## src/pmc_pkg.sv

```systemverilog
// Constants for the power mode controller
package pmc_pkg;
    // ****************************************
    // Register map
    // ****************************************
    localparam logic [7:0] power_control_addr = 8'h87;
    localparam logic [7:0] power_control_reset = 8'h00;
    localparam int idle_bit = 0;
    localparam int stop_bit = 1;

    // ****************************************
    // Timing
    // ****************************************
    localparam int clk_period_ns = 20;
    localparam int clk_loss_timeout_us = 100;
    // Longest time, so it rounds down
    localparam int clk_loss_timeout_cycles = (clk_loss_timeout_us * 1000) / clk_period_ns;

    // ****************************************
    // States
    // ****************************************
    typedef enum logic [4:0] {
        pmc_run = 5'h01,
        pmc_idle_pend = 5'h02,
        pmc_idle = 5'h04,
        pmc_stop_pend = 5'h08,
        pmc_stop = 5'h10
    } pmc_state_t;
endpackage

```

## src/pmc_power_ctrl.sv

```systemverilog
// Idle and stop power mode controller
// How it works
// Writing one to idle select halts the core after the current instruction.
// Idle holds all state; clocks and peripherals keep running.
// An enabled interrupt in idle clears idle select and resumes the core.
// After the handler returns, code resumes after the idle-setting instruction.
// Any reset during idle ends it; normal reset, fetch from address zero.
// An enabled watchdog timeout resets the chip and ends idle.
// Software follows the idle-setting instruction with a two-byte instruction.
// Writing one to stop select halts core and oscillators after the instruction.
// In stop, interrupts, timers and system clock are off; clock detector runs.
// Stop ends only on reset, never on an interrupt.
// Software turns analog blocks off before setting stop select.
// Enabled missing clock detector resets the chip after its timeout in stop.
// Stop select always reads as zero.
`timescale 1ns/1ps
`default_nettype none
module pmc_power_ctrl #(
    parameter int loss_cycles = pmc_pkg::clk_loss_timeout_cycles
) (
    // Clock and reset
    input wire logic ref_clk,
    input wire logic reset_n,
    // Special function register port
    input wire logic [7:0] sfr_addr,
    input wire logic sfr_wr,
    input wire logic [7:0] sfr_wdata,
    input wire logic sfr_rd,
    output logic [7:0] sfr_rdata,
    // Core side
    input wire logic instr_done,
    input wire logic irq_enabled_pending,
    output logic cpu_halt,
    output logic irq_service,
    // Reset sources
    input wire logic ext_reset_req,
    input wire logic watchdog_timer_timeout,
    input wire logic missing_clock_detector_en,
    // Clock and reset control
    output logic sys_reset_req,
    output logic osc_run,
    output logic periph_run,
    output logic irq_timer_run
);
    // ****************************************
    // Decode and state
    // ****************************************
    function automatic logic hits_power_control(input logic [7:0] addr);
        hits_power_control = (addr == pmc_pkg::power_control_addr);
    endfunction

    pmc_pkg::pmc_state_t state;
    pmc_pkg::pmc_state_t next_state;
    logic idle_sel;
    logic [15:0] loss_count;
    logic wr_hit;
    logic loss_fire;
    logic any_reset;

    assign wr_hit = sfr_wr && hits_power_control(sfr_addr);
    assign loss_fire = (state == pmc_pkg::pmc_stop) && missing_clock_detector_en &&
                       (loss_count == 16'(loss_cycles - 1));
    assign any_reset = ext_reset_req || watchdog_timer_timeout || loss_fire;

    // ****************************************
    // Mode sequencing
    // ****************************************
    always_comb begin
        next_state = state;
        case (state)
            pmc_pkg::pmc_run: begin
                // Stop request wins
                if (wr_hit && sfr_wdata[pmc_pkg::stop_bit]) begin
                    next_state = instr_done ? pmc_pkg::pmc_stop : pmc_pkg::pmc_stop_pend;
                // Idle request
                end else if (wr_hit && sfr_wdata[pmc_pkg::idle_bit]) begin
                    next_state = instr_done ? pmc_pkg::pmc_idle : pmc_pkg::pmc_idle_pend;
                end
            end
            pmc_pkg::pmc_idle_pend: begin
                if (instr_done) begin
                    next_state = pmc_pkg::pmc_idle;
                end
            end
            pmc_pkg::pmc_idle: begin
                // Wake on enabled interrupt
                if (irq_enabled_pending) begin
                    next_state = pmc_pkg::pmc_run;
                end
            end
            pmc_pkg::pmc_stop_pend: begin
                if (instr_done) begin
                    next_state = pmc_pkg::pmc_stop;
                end
            end
            // Interrupts ignored in stop
            pmc_pkg::pmc_stop: next_state = pmc_pkg::pmc_stop;
            default: next_state = pmc_pkg::pmc_run;
        endcase
        // Reset ends any mode
        if (any_reset) begin
            next_state = pmc_pkg::pmc_run;
        end
    end

    always_ff @(posedge ref_clk or negedge reset_n) begin
        if (!reset_n) begin
            state <= pmc_pkg::pmc_run;
        end else begin
            state <= next_state;
        end
    end

    // ****************************************
    // Power control register
    // ****************************************
    always_ff @(posedge ref_clk or negedge reset_n) begin
        if (!reset_n) begin
            idle_sel <= pmc_pkg::power_control_reset[pmc_pkg::idle_bit];
        end else if (any_reset) begin
            idle_sel <= pmc_pkg::power_control_reset[pmc_pkg::idle_bit];
        // Wake clears idle select
        end else if (state == pmc_pkg::pmc_idle && irq_enabled_pending) begin
            idle_sel <= 1'b0;
        end else if (wr_hit && state == pmc_pkg::pmc_run) begin
            idle_sel <= sfr_wdata[pmc_pkg::idle_bit];
        end
    end

    // Unmapped reads answer zero
    always_ff @(posedge ref_clk or negedge reset_n) begin
        if (!reset_n) begin
            sfr_rdata <= 8'h00;
        end else if (sfr_rd && hits_power_control(sfr_addr)) begin
            // Stop select reads zero
            sfr_rdata <= {7'h00, idle_sel};
        end else begin
            sfr_rdata <= 8'h00;
        end
    end

    // ****************************************
    // Missing clock timeout
    // ****************************************
    // Counts only while stopped; real detector runs off its own oscillator
    always_ff @(posedge ref_clk or negedge reset_n) begin
        if (!reset_n) begin
            loss_count <= 16'h0000;
        // Timeout counting in stop
        end else if (state == pmc_pkg::pmc_stop && missing_clock_detector_en && !loss_fire) begin
            loss_count <= loss_count + 16'h0001;
        end else begin
            loss_count <= 16'h0000;
        end
    end

    // ****************************************
    // Outputs
    // ****************************************
    always_ff @(posedge ref_clk or negedge reset_n) begin
        if (!reset_n) begin
            cpu_halt <= 1'b0;
            osc_run <= 1'b1;
            periph_run <= 1'b1;
            irq_timer_run <= 1'b1;
        end else begin
            // Idle halts core only
            cpu_halt <= (next_state == pmc_pkg::pmc_idle) || (next_state == pmc_pkg::pmc_stop);
            periph_run <= (next_state != pmc_pkg::pmc_stop);
            // Stop gates clock and timers
            osc_run <= (next_state != pmc_pkg::pmc_stop);
            irq_timer_run <= (next_state != pmc_pkg::pmc_stop);
        end
    end

    always_ff @(posedge ref_clk or negedge reset_n) begin
        if (!reset_n) begin
            sys_reset_req <= 1'b0;
            irq_service <= 1'b0;
        end else begin
            // Watchdog and other resets forwarded
            sys_reset_req <= any_reset;
            // Core keeps its program counter; handler entered from it
            irq_service <= (state == pmc_pkg::pmc_idle) && irq_enabled_pending && !any_reset;
        end
    end
endmodule // pmc_power_ctrl
`default_nettype wire

```

## config.mk

```make
export PLATFORM = sky130hd
export DESIGN_NAME = pmc_power_ctrl
export DESIGN_NICKNAME = d
export VERILOG_FILES = /design/src/pmc_pkg.sv /design/src/pmc_power_ctrl.sv
export SDC_FILE = /design/constraint.sdc
export NUM_CORES = 1
export LEC_CHECK = 0
export BUFFER_PORTS_ARGS = -buffer_cell sky130_fd_sc_hd__buf_2
export CAP_MARGIN = 20
export CORE_AREA = 2 2 63 65
export DETAILED_ROUTE_END_ITERATION = 8
export DIE_AREA = 0 0 65 67
export MAX_ROUTING_LAYER = met4
export PLACE_DENSITY = 0.69
export SLEW_MARGIN = 30
export SYNTH_ARGS = -nofsm -noshare
export SYNTH_HDL_FRONTEND = slang
export SYNTH_SLANG_ARGS = --single-unit
```

## constraint.sdc

```tcl
create_clock -name ref_clk -period 2.25 [get_ports ref_clk]
set_input_delay 0.1125 -clock ref_clk [delete_from_list [all_inputs] [get_ports ref_clk]]
set_output_delay 0.1125 -clock ref_clk [all_outputs]
set_load 0.03 [all_outputs]
```

Yosys cells after proc, flatten, opt, wreduce, memory -nomap -nowiden

Index checks and enable logic that the tools add are counted.

Flip-flop bits (word level): 27
Bits of input ports: 25
Output and inout bits: 14

$add $sub $neg: 1
Eq/ne operators: 10
Muxes and demuxes: 14
Reduce and logical (&&, ||, !) cells: 16

Operator list:

| operator                                         | number |
|---|---|
| 2-to-1 mux 5 bit                                 | 7 |
| one-hot mux 5 bit (5 select lines)               | 1 |
| adder 16 x 1 -> 16 bit (second input constant)   | 1 |
| == test 16 x 13 -> 1 bit (second input constant) | 1 |
| 2-to-1 mux 16 bit                                | 1 |
| == test 5 x 3 -> 1 bit (second input constant)   | 2 |
| == test 5 bit (second input constant)            | 2 |
| logical AND 1 bit                                | 10 |
| == test 8 bit (second input constant)            | 1 |
| == test 5 x 1 -> 1 bit (second input constant)   | 1 |
| == test 5 x 2 -> 1 bit (second input constant)   | 1 |
| == test 5 x 4 -> 1 bit (second input constant)   | 1 |
| inequality test 5 bit (second input constant)    | 1 |
| 2-to-1 mux 1 bit                                 | 4 |
| logical OR 1 bit                                 | 3 |
| 2-to-1 mux 3 bit                                 | 1 |
| nonzero test 3 bit                               | 1 |
| zero test 1 bit                                  | 2 |

Depth between registers and ports, before layout

Gate-level depths: netlist (run 1).

Word-level depth: 9
Gate-level depth with buffers: 7
Depth with buffers taken out: 5

Least setup slack after synthesis (run 1)

OpenSTA, ideal clock, no wires.

Path type: register to register
From: register state[2]
To: register irq_timer_run
Setup time: 0.088 ns
Data arrival time: 1.709 ns
Slack: 0.453 ns
Cell stages (with the launch flop): 6
Path buffers: 1
Cell sequence: dfrtp_1 -> buf_6 -> or4b_4 -> nor4_4 -> a31oi_1 -> or3_1

Cells in the longest elaborated chain, start to end: 6

Ends and longest elaborated chain:

| what                                                  | line                  | RTL |
|---|---|---|
| start: declaration                                    | pmc_power_ctrl.sv:52  | `pmc_pkg::pmc_state_t state;` |
| start signal: assignment                              | pmc_power_ctrl.sv:108 | `state <= pmc_pkg::pmc_run;` |
| start signal: assignment                              | pmc_power_ctrl.sv:110 | `state <= next_state;` |
| branches (longest 4 deep; another with == test 5 bit) | -                     |  |
| 2-to-1 mux 5 bit (*)                                  | pmc_power_ctrl.sv:101 | `if (any_reset) begin` |
| inequality test 5 bit (*)                             | pmc_power_ctrl.sv:172 | `irq_timer_run <= (next_state != pmc_pkg::pmc_stop);` |
| end signal: assignment                                | pmc_power_ctrl.sv:172 |  |
| end: declaration                                      | pmc_power_ctrl.sv:43  | `output logic irq_timer_run` |

Mark *: on every way between the ends.
A chain may end at the register's enable or synchronous reset.

Worst setup path in the final report (run 1)

From: register state[3]
To: register irq_timer_run

The elaborated chain is that of the path after synthesis.

==> results of run 1 <==
==> flip-flops by register name, summed over array words and instances (netlist names) <==
| register | count |
|---|---|
| irq_timer_run | 1 |
| sfr_rdata | 1 |
| cpu_halt | 1 |
| state | 5 |
| loss_count | 16 |
| idle_sel | 1 |
| sys_reset_req | 1 |
| irq_service | 1 |
==> area by class of cell <==
type / instances / area share
clock buffer: 4 / 0.02577
timing repair buffer: 27 / 0.08160
tap: 48 / 0.03436
inverter: 4 / 0.008590
multi-input combinational: 121 / 0.4617
sequential: 27 / 0.3880
==> cell usage after synthesis, types with 2 or more instances <==
cell type / instances
o21ba_1: 2
a31oi_1: 3
buf_2: 3
a21oi_1: 2
nand3_1: 7
nor4_1: 5
or3_1: 5
nor3_1: 8
nor2_1: 21
nor3b_1: 5
and4_1: 4
or4b_4: 2
nor2b_1: 2
nand2_1: 4
nand4_1: 6
xnor2_1: 7
buf_4: 9
nor4b_1: 4
dfrtp_1: 25
clkbuf_1: 4
dfstp_2: 2
xor2_1: 8
inv_1: 4
==> routing by layer <==
metal | wire [µm] | vias up | track usage
met5 | 0 | - | -
met4 | 44 | 0 | 0.06649
met3 | 147 | 5 | 0.02196
met2 | 1505 | 46 | 0.2822
met1 | 1223 | 595 | 0.1900
li1 | - | 608 | -
==> power groups by stage <==
| stage | sequential, W | combinational [W] | clock, W |
|---|---|---|---|
| floorplan | 0.000498 | 0.0000359 | 0 |
| global route | 0.000486 | 0.0000696 | 0.000296 |
| CTS | 0.000486 | 0.0000641 | 0.000277 |
| finish | 0.000486 | 0.0000631 | 0.000263 |
| global placement | 0.000496 | 0.0000613 | 0 |
| detailed placement | 0.000496 | 0.0000628 | 0 |
==> through the flow <==
step           setup slack, ns  instance area, µm²  hold slack (ns)
4_1_cts                 0.2663                1748          0.04889
2_1_floorplan           0.4533                1609          -0.1831
5_1_grt                 0.1669                1748          0.06867
3_5_place_dp            0.2799                1693           0.1573
6_report                0.2439                1748          0.05287
3_3_place_gp            0.3275                1693           0.1425
==> logic make-up (layout without fill, tap and decap cells) <==
kind of cell | Yosys count | in the layout
AOI/OAI and AO/OA | 14 | 14
DFF | 27 | 27
and+or+nand+nor | 83 | 83
muxes | 1 | 1
other | 1 | 7
xor gates and xnor gates | 15 | 15
buffers and inverters | 21 | 35
adders and majority gates | 1 | 1
==> path summary, 6_finish.rpt <==
path | depth (start not counted) | startpoint | to | slack (ns)
min in group asynchronous | 2 | reset_n | loss_count[6]$_DFF_PN0_ | 0.38
max reg2reg | 4 | state[3]$_DFF_PN0_ | irq_timer_run$_DFF_PN1_ | 0.24
max | 4 | state[3]$_DFF_PN0_ | irq_timer_run$_DFF_PN1_ | 0.24
min reg2reg | 1 | loss_count[0]$_DFF_PN0_ | loss_count[0]$_DFF_PN0_ | 0.50
max in group asynchronous | 2 | reset_n | state[1]$_DFF_PN0_ | 1.49
min | 3 | sfr_rd | sfr_rdata[0]$_DFF_PN0_ | 0.05
==> worst max-delay path, delay by kind of cell, from the launching register on <==
family / cells / cell delay [ns]
AOI/OAI and AO/OA: 1 / 0.16
DFF: 1 / 0.54
and+or+nand+nor: 3 / 1.24
==> what timing repair did <==
| item | 4_1_cts | 5_1_grt |
|---|---|---|
| hold endpoints to repair | 25 | 0 |
| hold buffers | 1 | 0 |
| resized for setup | 0 | 0 |
==> summary.txt, run 1 <==
Clock tree
  • Clock root buffer: clkbuf_8
  • Clock sink count: 27
  • Worst-Skew Late Latency: ~0.27 ns
  • Post-CTS Setup Inserts: 0
  • Htree depth: 1
  • TritonCTS Buffers: 3
  • Reg clk slew, reported paths: ~0.080 ns
  • Max clock buf depth: 2
  • CTS tree: yes

Critical path
  • Worst Setup End Kind: flip-flop
  • Critical path data required time: 2.44 ns
  • Max incr delay on CP: between 0.6 and 0.7 ns
  • CP max stage cell: or4b_4
  • Crit Path Category: flip-flop to flip-flop
  • Crit-path cells: or4b_4, nor4_4, a31oi_1, or3_1
  • Crit path max fanout: 13
  • Startpoint Class: flip-flop
  • CP Data Arrival Time: 2.20 ns

Synth
  • Number of synthesized flops with an enable pin: 0
  • Avg Cell Area, Syn: 9.733 µm²
  • YS warnings: 0
  • Syn Inst Count: about 160
  • Compound-Gate Fraction of Synth Area: 0.06230
  • Post-synthesis simple-gate area fraction: 0.3328
  • Mux share of post-synthesis cell area: 0.006309
  • Seq/Total Area, Yosys: 0.4274
  • Mapped cell area: ~1600 µm²
  • FF+latch count, synth: 27
  • Leading area contributor after synthesis: dfrtp_1
  • Post-synthesis adder-cell area fraction: 0.007886
  • Top cells by area, synth: dfrtp_1 (39%), nor2_1 (5.0%), xor2_1 (4.4%)
  • Largest family of logic cells by synthesized area: simple AND/OR/NAND/NOR gates
  • Netlist cell types: 44
  • Async set or reset register ratio after synthesis: 1.000
  • Ys flop type: dfrtp_1
  • Xor-xnor portion of the synthesized cell area: 0.08281
  • Synth top area share: 0.3943

Global routing
  • Grt total ovfl: 0
  • Initial antenna violation count: 0
  • Pin count of the biggest net entering global routing: 28
  • GRT Total Usage: 0.1623
  • Global-route wire length before repair: 5.326 mm
  • Vias in the first global route: between 1000 and 1500

Layout
  • Layout cells sized above 1: 0.2022
  • Area Growth Syn to Fin: 10.17%
  • Register area: 678.2 µm²
  • Non-Filler Instances: 231
  • Utilization after layout: 0.4847
  • ANT cells: 0
  • Footprint of the multi-input gates: 807.0 µm²
  • Final #Nets: 210
  • Fill count: 348
  • Most frequent cells in the layout: dfrtp_1 (25), buf_2 (25), nor2_1 (21), nor3_1 (8), xor2_1 (8)

Die
  • Die area: 4355 µm²
  • Cell row count: 22
  • I/O pin cnt: 39
  • Core area: between 3000 and 4000 µm²
  • Die Height: 67 µm
  • Initial Util: 0.4400
  • DIE WIDTH: 65 µm

STA
  • Slew @ Worst Pin: 0.5816 ns
  • Min Tclk post-route: 2.006 ns
  • RSZ-0062 raised after global routing: false
  • Final setup viols: 0
  • Crit share post-route: 0.8916
  • Max-slew violation count: 0
  • Worst Skew: between 0.002 and 0.0025 ns
  • Final Hold Fails: 0
  • Final setup TNS: 0 ns
  • Peak Freq: 498.5 MHz
  • Worst slew margin: 0.6123

Place
  • Hpwl dp: 2.237 mm
  • Port Buffer Count: 25
  • Placer Congestion: 0.9311
  • Placed Cells incl. Taps: ~230

Pwr
  • Sequential group share of total power: 0.599
  • VDD IR-drop max: 0.2084 mV
  • Clock share of power: 0.324
  • Combinational power share: 0.078
  • Lkg Pwr: around 0.72 nW
  • Power, Total: 0.0008119 W
  • Psw: between 0.00015 and 0.0002 W
  • Power Internal: 0.0006324 W
  • Pwr Density: 464.5 nW/µm²
  • Sw Share: 0.2211

Route
  • 1st-iter DRT viols: 104
  • Router iterations before antenna repair: 4
  • # DRC: 0
  • DR vias: 1254
  • Final WL: between 2 and 3 mm
  • Drt via density: approximately 5.4
  • DRT antenna net count: 0
  • Routed WL per cell: ~13 µm

Run status
  • Status: completed

Hold path
  • HP Class: input pin to flip-flop

Flow run
  • Max Cap Viol: 0
Power figures use the tool's default switching activity.
==> run 2: changes to the inputs <==
--- a/config.mk
+++ b/config.mk
@@ -12,6 +12,7 @@
 export DIE_AREA = 0 0 65 67
 export MAX_ROUTING_LAYER = met4
 export PLACE_DENSITY = 0.69
+export SETUP_SLACK_MARGIN = 0.3
 export SLEW_MARGIN = 30
 export SYNTH_ARGS = -nofsm -noshare
 export SYNTH_HDL_FRONTEND = slang
==> summary.txt, run 2 (synthesis results as in run 1) <==
Route
  • Final WL: 3.026 mm
  • Router iterations before antenna repair: 4
  • DRT antenna net count: 0
  • Drt via density: between 5 and 6
  • DR vias: approximately 1300
  • 1st-iter DRT viols: 117
  • Routed WL per cell: between 10 and 15 µm
  • # DRC: 0

Place
  • Hpwl dp: approximately 2.2 mm
  • Placer Congestion: 0.9311
  • Post-Place Worst Slack: 0.2799 ns
  • Port Buffer Count: 25
  • Placed cell area: 1693 µm²

STA
  • Worst slew margin: 0.6132
  • Final setup viols: 0
  • Final setup TNS: 0 ns
  • Min Tclk post-route: 1.851 ns
  • Worst Skew: 0.001526 ns
  • Final Hold Fails: 0
  • Peak Freq: 540.3 MHz
  • Crit share post-route: 0.8225
  • Slew @ Worst Pin: 0.5802 ns
  • Fin worst setup slack: 0.3993 ns
  • RSZ-0062 raised after global routing: true
  • Max-slew violation count: 0

Layout
  • Layout cells sized above 1: 0.2447
  • Biggest regs: loss_count x16, state x5
  • Commonest non-fill, non-tap cell in the layout: buf_2
  • Utilization after layout: 0.4979
  • Final #Nets: 215
  • Max reg flops: 16
  • Largest register by flop count: loss_count
  • Fill count: 347
  • Most frequent cells in the layout: buf_2 (25), dfrtp_1 (23), nor2_1 (21), nor3_1 (8), xor2_1 (8)
  • Area Growth Syn to Fin: 13.17%
  • Finished Cell Area: 1795 µm²
  • ANT cells: 0

Critical path
  • Reg-to-reg setup timing slack: around 0.4 ns
  • Worst R2R Start: state[3]$_DFF_PN0_
  • Reg2Reg Capture Point: irq_timer_run$_DFF_PN1_
  • Worst Setup End Kind: flip-flop
  • Crit. Startpoint: state[3]$_DFF_PN0_
  • CP Data Arrival Time: 2.05 ns
  • Crit path max fanout: 5
  • Startpoint Class: flip-flop
  • Critical path data required time: 2.44 ns
  • Crit Path Category: flip-flop to flip-flop
  • CP Capture Point: irq_timer_run$_DFF_PN1_
  • R2R depth: 5

Global routing
  • Global-route wire length before repair: 5.526 mm
  • Initial antenna violation count: 0
  • Grt total ovfl: 0
  • GRT Total Usage: 0.1690
  • Pin count of the biggest net entering global routing: 28
  • Vias in the first global route: ~1300

Die
  • Cell row count: 22
  • Initial Util: 0.4400
  • DIE WIDTH: 65 µm
  • I/O pin cnt: 39
  • Die area: roughly 4400 µm²
  • Die Height: 67 µm
  • Core area: roughly 3600 µm²

Pwr
  • Pwr Density: 452.9 nW/µm²
  • Sw Share: 0.2221
  • Sequential group share of total power: 0.598
  • Power Internal: between 0.0006 and 0.0007 W
  • Lkg Pwr: 0.7484 nW
  • Clock share of power: 0.324
  • Psw: about 0.00018 W
  • Power, Total: 0.0008132 W
  • VDD IR-drop max: 0.2080 mV
  • Combinational power share: 0.078

Run status
  • Status: completed

Clock tree
  • Reg clk slew, reported paths: 0.08 ns
  • TritonCTS Buffers: 3
  • Max clock buf depth: 2
  • Clock root buffer: clkbuf_8
  • Worst-Skew Late Latency: 0.27 ns
  • Htree depth: 1
  • Clock sink count: 27
  • CTS tree: yes

Hold path
  • HP Class: input pin to flip-flop

Flow run
  • Max Cap Viol: 0
-- run 2: cell types whose count changed in the layout (fill, tap and decap cells not counted), sizes merged --
cell | before | now
buf | 26 | 31
-- run 2: area by class of cell --
type / instances / area (µm²) / area share
Sequential cell: 27 / 680.7 / 0.3791
Multi-Input combinational cell: 121 / 814.5 / 0.4537
Clock buffer: 4 / 45.04 / 0.02509
Tap cell: 48 / 60.06 / 0.03345
Timing Repair Buffer: 32 / 180.2 / 0.1003
Inverter: 4 / 15.01 / 0.008362
-- run 2: how the worst min path moves through the flow --
stage                     startpoint                 endpoint  cells past startpoint
final                         sfr_rd   sfr_rdata[0]$_DFF_PN0_                      3
after global routing          sfr_rd   sfr_rdata[0]$_DFF_PN0_                      3
after CTS                     sfr_rd   sfr_rdata[0]$_DFF_PN0_                      3
after detailed placement     reset_n  loss_count[3]$_DFF_PN0_                      1
after global placement       reset_n  loss_count[5]$_DFF_PN0_                      1
after floorplan              reset_n       cpu_halt$_DFF_PN0_                      0
-- run 2: worst max-delay path, stage by stage (launching register included) --
cell and delay, ns:
dfrtp_2 0.42, buf_4 0.14, or3_1 0.42, a21o_1 0.21, o21ba_1 0.23, or3_1 0.36
-- run 2: stage by stage --
step / std cells / hold WS [ns]
2_1_floorplan: 169 / -0.1831
3_3_place_gp: 226 / 0.1425
3_5_place_dp: 226 / 0.1573
4_1_cts: 236 / 0.04889
5_1_grt: 236 / 0.06867
6_report: 236 / 0.05253
-- run 2: power by group through the flow --
stage	sequential (W)	combinational (W)	clock, W
after detailed placement	0.000496	0.0000628	0
after global placement	0.000496	0.0000613	0
final	0.000486	0.0000633	0.000264
after global routing	0.000486	0.0000698	0.000296
after floorplan	0.000498	0.0000359	0
after CTS	0.000486	0.0000644	0.000277
-- run 2: what timing repair did --
item,CTS,global route
setup endpoints to repair,1,22
pin swaps,1,1
setup buffers,5,0
gates resized for setup,2,2
hold endpoints to repair,25,0
hold buffers,1,0
-- run 2: routing by layer --
metal	share of wire	wire, µm	vias to the layer above	global-route usage
met5	0	0	-	-
met4	0.025	76	0	0.07713
met3	0.055	165	9	0.02196
met2	0.51	1543	48	0.2964
met1	0.41	1240	609	0.1932
li1	-	-	619	-
==> run 3: changes to the inputs <==
--- a/config.mk
+++ b/config.mk
@@ -11,7 +11,7 @@
 export DETAILED_ROUTE_END_ITERATION = 8
 export DIE_AREA = 0 0 65 67
 export MAX_ROUTING_LAYER = met4
-export PLACE_DENSITY = 0.69
+export PLACE_DENSITY = 0.72
 export SETUP_SLACK_MARGIN = 0.3
 export SLEW_MARGIN = 30
 export SYNTH_ARGS = -nofsm -noshare
==> constraint.sdc (replaced) <==
create_clock -name ref_clk -period 1.7 [get_ports ref_clk]
set_input_delay 0.085 -clock ref_clk [delete_from_list [all_inputs] [get_ports ref_clk]]
set_output_delay 0.085 -clock ref_clk [all_outputs]
set_load 0.03 [all_outputs]
==> summary.txt, run 3 (synthesis results as in run 1) <==
Run status
  • Status: completed

Global routing
  • GRT Total Usage: 0.1670
  • Pin count of the biggest net entering global routing: 28
  • Vias in the first global route: 1233
  • Grt total ovfl: 0
  • Initial antenna violation count: 0
  • Global-route wire length before repair: 5.499 mm

STA
  • Worst slew margin: 0.6068
  • RSZ-0062 raised after global routing: true
  • Worst Skew: around 0.0095 ns
  • Final Hold Fails: 0
  • Max-slew violation count: 0
  • Final hold slack: 0.01114 ns
  • Peak Freq: 593.7 MHz
  • Min Tclk post-route: around 1.7 ns
  • Slew @ Worst Pin: 0.5898 ns
  • Final setup viols: 0
  • Crit share post-route: 0.9908

Clock tree
  • Reg clk slew, reported paths: approximately 0.10 ns
  • CTS tree: yes
  • Clock sink count: 27
  • Clock root buffer: clkbuf_8
  • TritonCTS Buffers: 3
  • Max clock buf depth: 2
  • Worst-Skew Late Latency: 0.28 ns
  • Htree depth: 1

Die
  • Die Height: 67 µm
  • Cell row count: 22
  • I/O pin cnt: 39
  • Die area: between 4000 and 5000 µm²
  • Core area: 3606 µm²
  • Initial Util: 0.4400
  • DIE WIDTH: 65 µm

Critical path
  • CP Data Arrival Time: 1.88 ns
  • Reg-to-reg setup timing slack: approximately 0.016 ns
  • Crit-path cells: or4b_4, nor4_4, a31oi_1, or3_1
  • Max incr delay on CP: about 0.55 ns
  • Startpoint Class: flip-flop
  • CP max stage cell: or4b_4
  • Critical path data required time: 1.90 ns
  • Crit Path Category: flip-flop to flip-flop
  • Worst Setup End Kind: flip-flop
  • Reg2Reg Capture Point: irq_timer_run$_DFF_PN1_
  • Crit path max fanout: 4
  • Worst R2R Start: state[3]$_DFF_PN0_
  • R2R depth: 4

Layout
  • Commonest non-fill, non-tap cell in the layout: buf_2
  • Area Growth Syn to Fin: 20.74%
  • Final #Nets: 222
  • Layout cells sized above 1: 0.3385
  • Largest register by flop count: loss_count
  • Most frequent cells in the layout: buf_2 (25), dfrtp_1 (23), nor2_1 (21), buf_4 (13), xor2_1 (8)
  • Max reg flops: 16
  • ANT cells: 0
  • Biggest regs: loss_count x16, state x5
  • Non-Filler Instances: between 200 and 250

Place
  • Hpwl dp: 2.429 mm
  • Placer Congestion: 0.7941
  • Placed Cells incl. Taps: 237
  • Port Buffer Count: 25

Route
  • Router iterations before antenna repair: 4
  • # DRC: 0
  • Routed WL per cell: about 13 µm
  • DRT antenna net count: 0
  • Drt via density: 5.160
  • DR vias: 1254
  • 1st-iter DRT viols: ~50
  • Final WL: 3.243 mm

Hold path
  • WHS Endpoint: sfr_rdata[0]$_DFF_PN0_
  • HP Class: input pin to flip-flop
  • Worst min-delay path startpoint: sfr_rd
  • Hold path cells: 3

Pwr
  • Pwr Density: 575.4 nW/µm²
  • VDD IR-drop max: 0.3553 mV
  • Lkg Pwr: a little under 0.8 nW

Flow run
  • Max Cap Viol: 0
-- run 3: changes by cell type in the layout (fill, tap and decap cells not counted), sizes merged --
| cell | before | now |
|---|---|---|
| buf | 31 | 38 |
| clkbuf | 4 | 3 |
| clkinvlp | 0 | 1 |
-- run 3: worst max path at each step --
stage / start / to / slack [ns] / depth (start not counted)
final: state[3]$_DFF_PN0_ / irq_timer_run$_DFF_PN1_ / 0.02 / 4
after global routing: state[3]$_DFF_PN0_ / irq_timer_run$_DFF_PN1_ / -0.07 / 4
after CTS: state[3]$_DFF_PN0_ / idle_sel$_DFFE_PN0P_ / 0.03 / 5
after detailed placement: state[2]$_DFF_PN0_ / state[1]$_DFF_PN0_ / -0.01 / 5
after global placement: sfr_addr[5] / cpu_halt$_DFF_PN0_ / -0.02 / 5
after floorplan: state[2]$_DFF_PN0_ / irq_timer_run$_DFF_PN1_ / -0.09 / 5
-- run 3: area by class of cell --
class | count | area [µm²]
clock buffers | 3 | 41.29
clock inverters | 1 | 7.507
fillers | 337 | 1690
inverters | 4 | 15.01
multi-input cells | 121 | 878.3
flip-flops and latches | 27 | 680.7
well taps | 48 | 60.06
repair buffers | 39 | 232.7
-- run 3: power breakdown --
part,total [W],internal [W],switching [W]
clock network,0.000372,0.000166,0.000206
logic,0.0000860,0.0000282,0.0000578
registers,0.000644,0.000643,0.000000458
total,0.00110,0.000838,0.000264
-- run 3: metrics by stage --
step                utilization   power, W  setup WS, ns  cell area, µm²  TNS [ns]
floorplan                     -  0.0007070      -0.09350            1658  -0.09637
global placement         0.4972  0.0007400      -0.01998            1793  -0.01998
detailed placement       0.4972  0.0007405      -0.01121            1793  -0.01121
CTS                      0.5281   0.001114       0.03039            1904         0
global route             0.5312   0.001148      -0.07009            1916   -0.2705
finish                   0.5312   0.001102       0.01559            1916         0
-- run 3: layer usage --
metal  part of all wire  global-route usage  vias up
met3              0.031             0.02196        2
li1                   -                   -      630
met1               0.52              0.2354      596
met4             0.0080             0.04787        0
met5                  0                   -        -
met2               0.44              0.2526       26
-- run 3: repair_timing --
item	in CTS	in global routing
hold buffers	1	0
endpoints found under the hold margin	25	0
setup endpoints to repair	26	26
buffers inserted	1	0
pin swaps	4	1
gates resized for setup	9	4
-- run 3: critical path: cells and delay by family, from the launching register on --
kind               cells  cell delay [ns]
and+or+nand+nor        3             1.04
AOI/OAI and AO/OA      1             0.16
DFF                    1             0.42
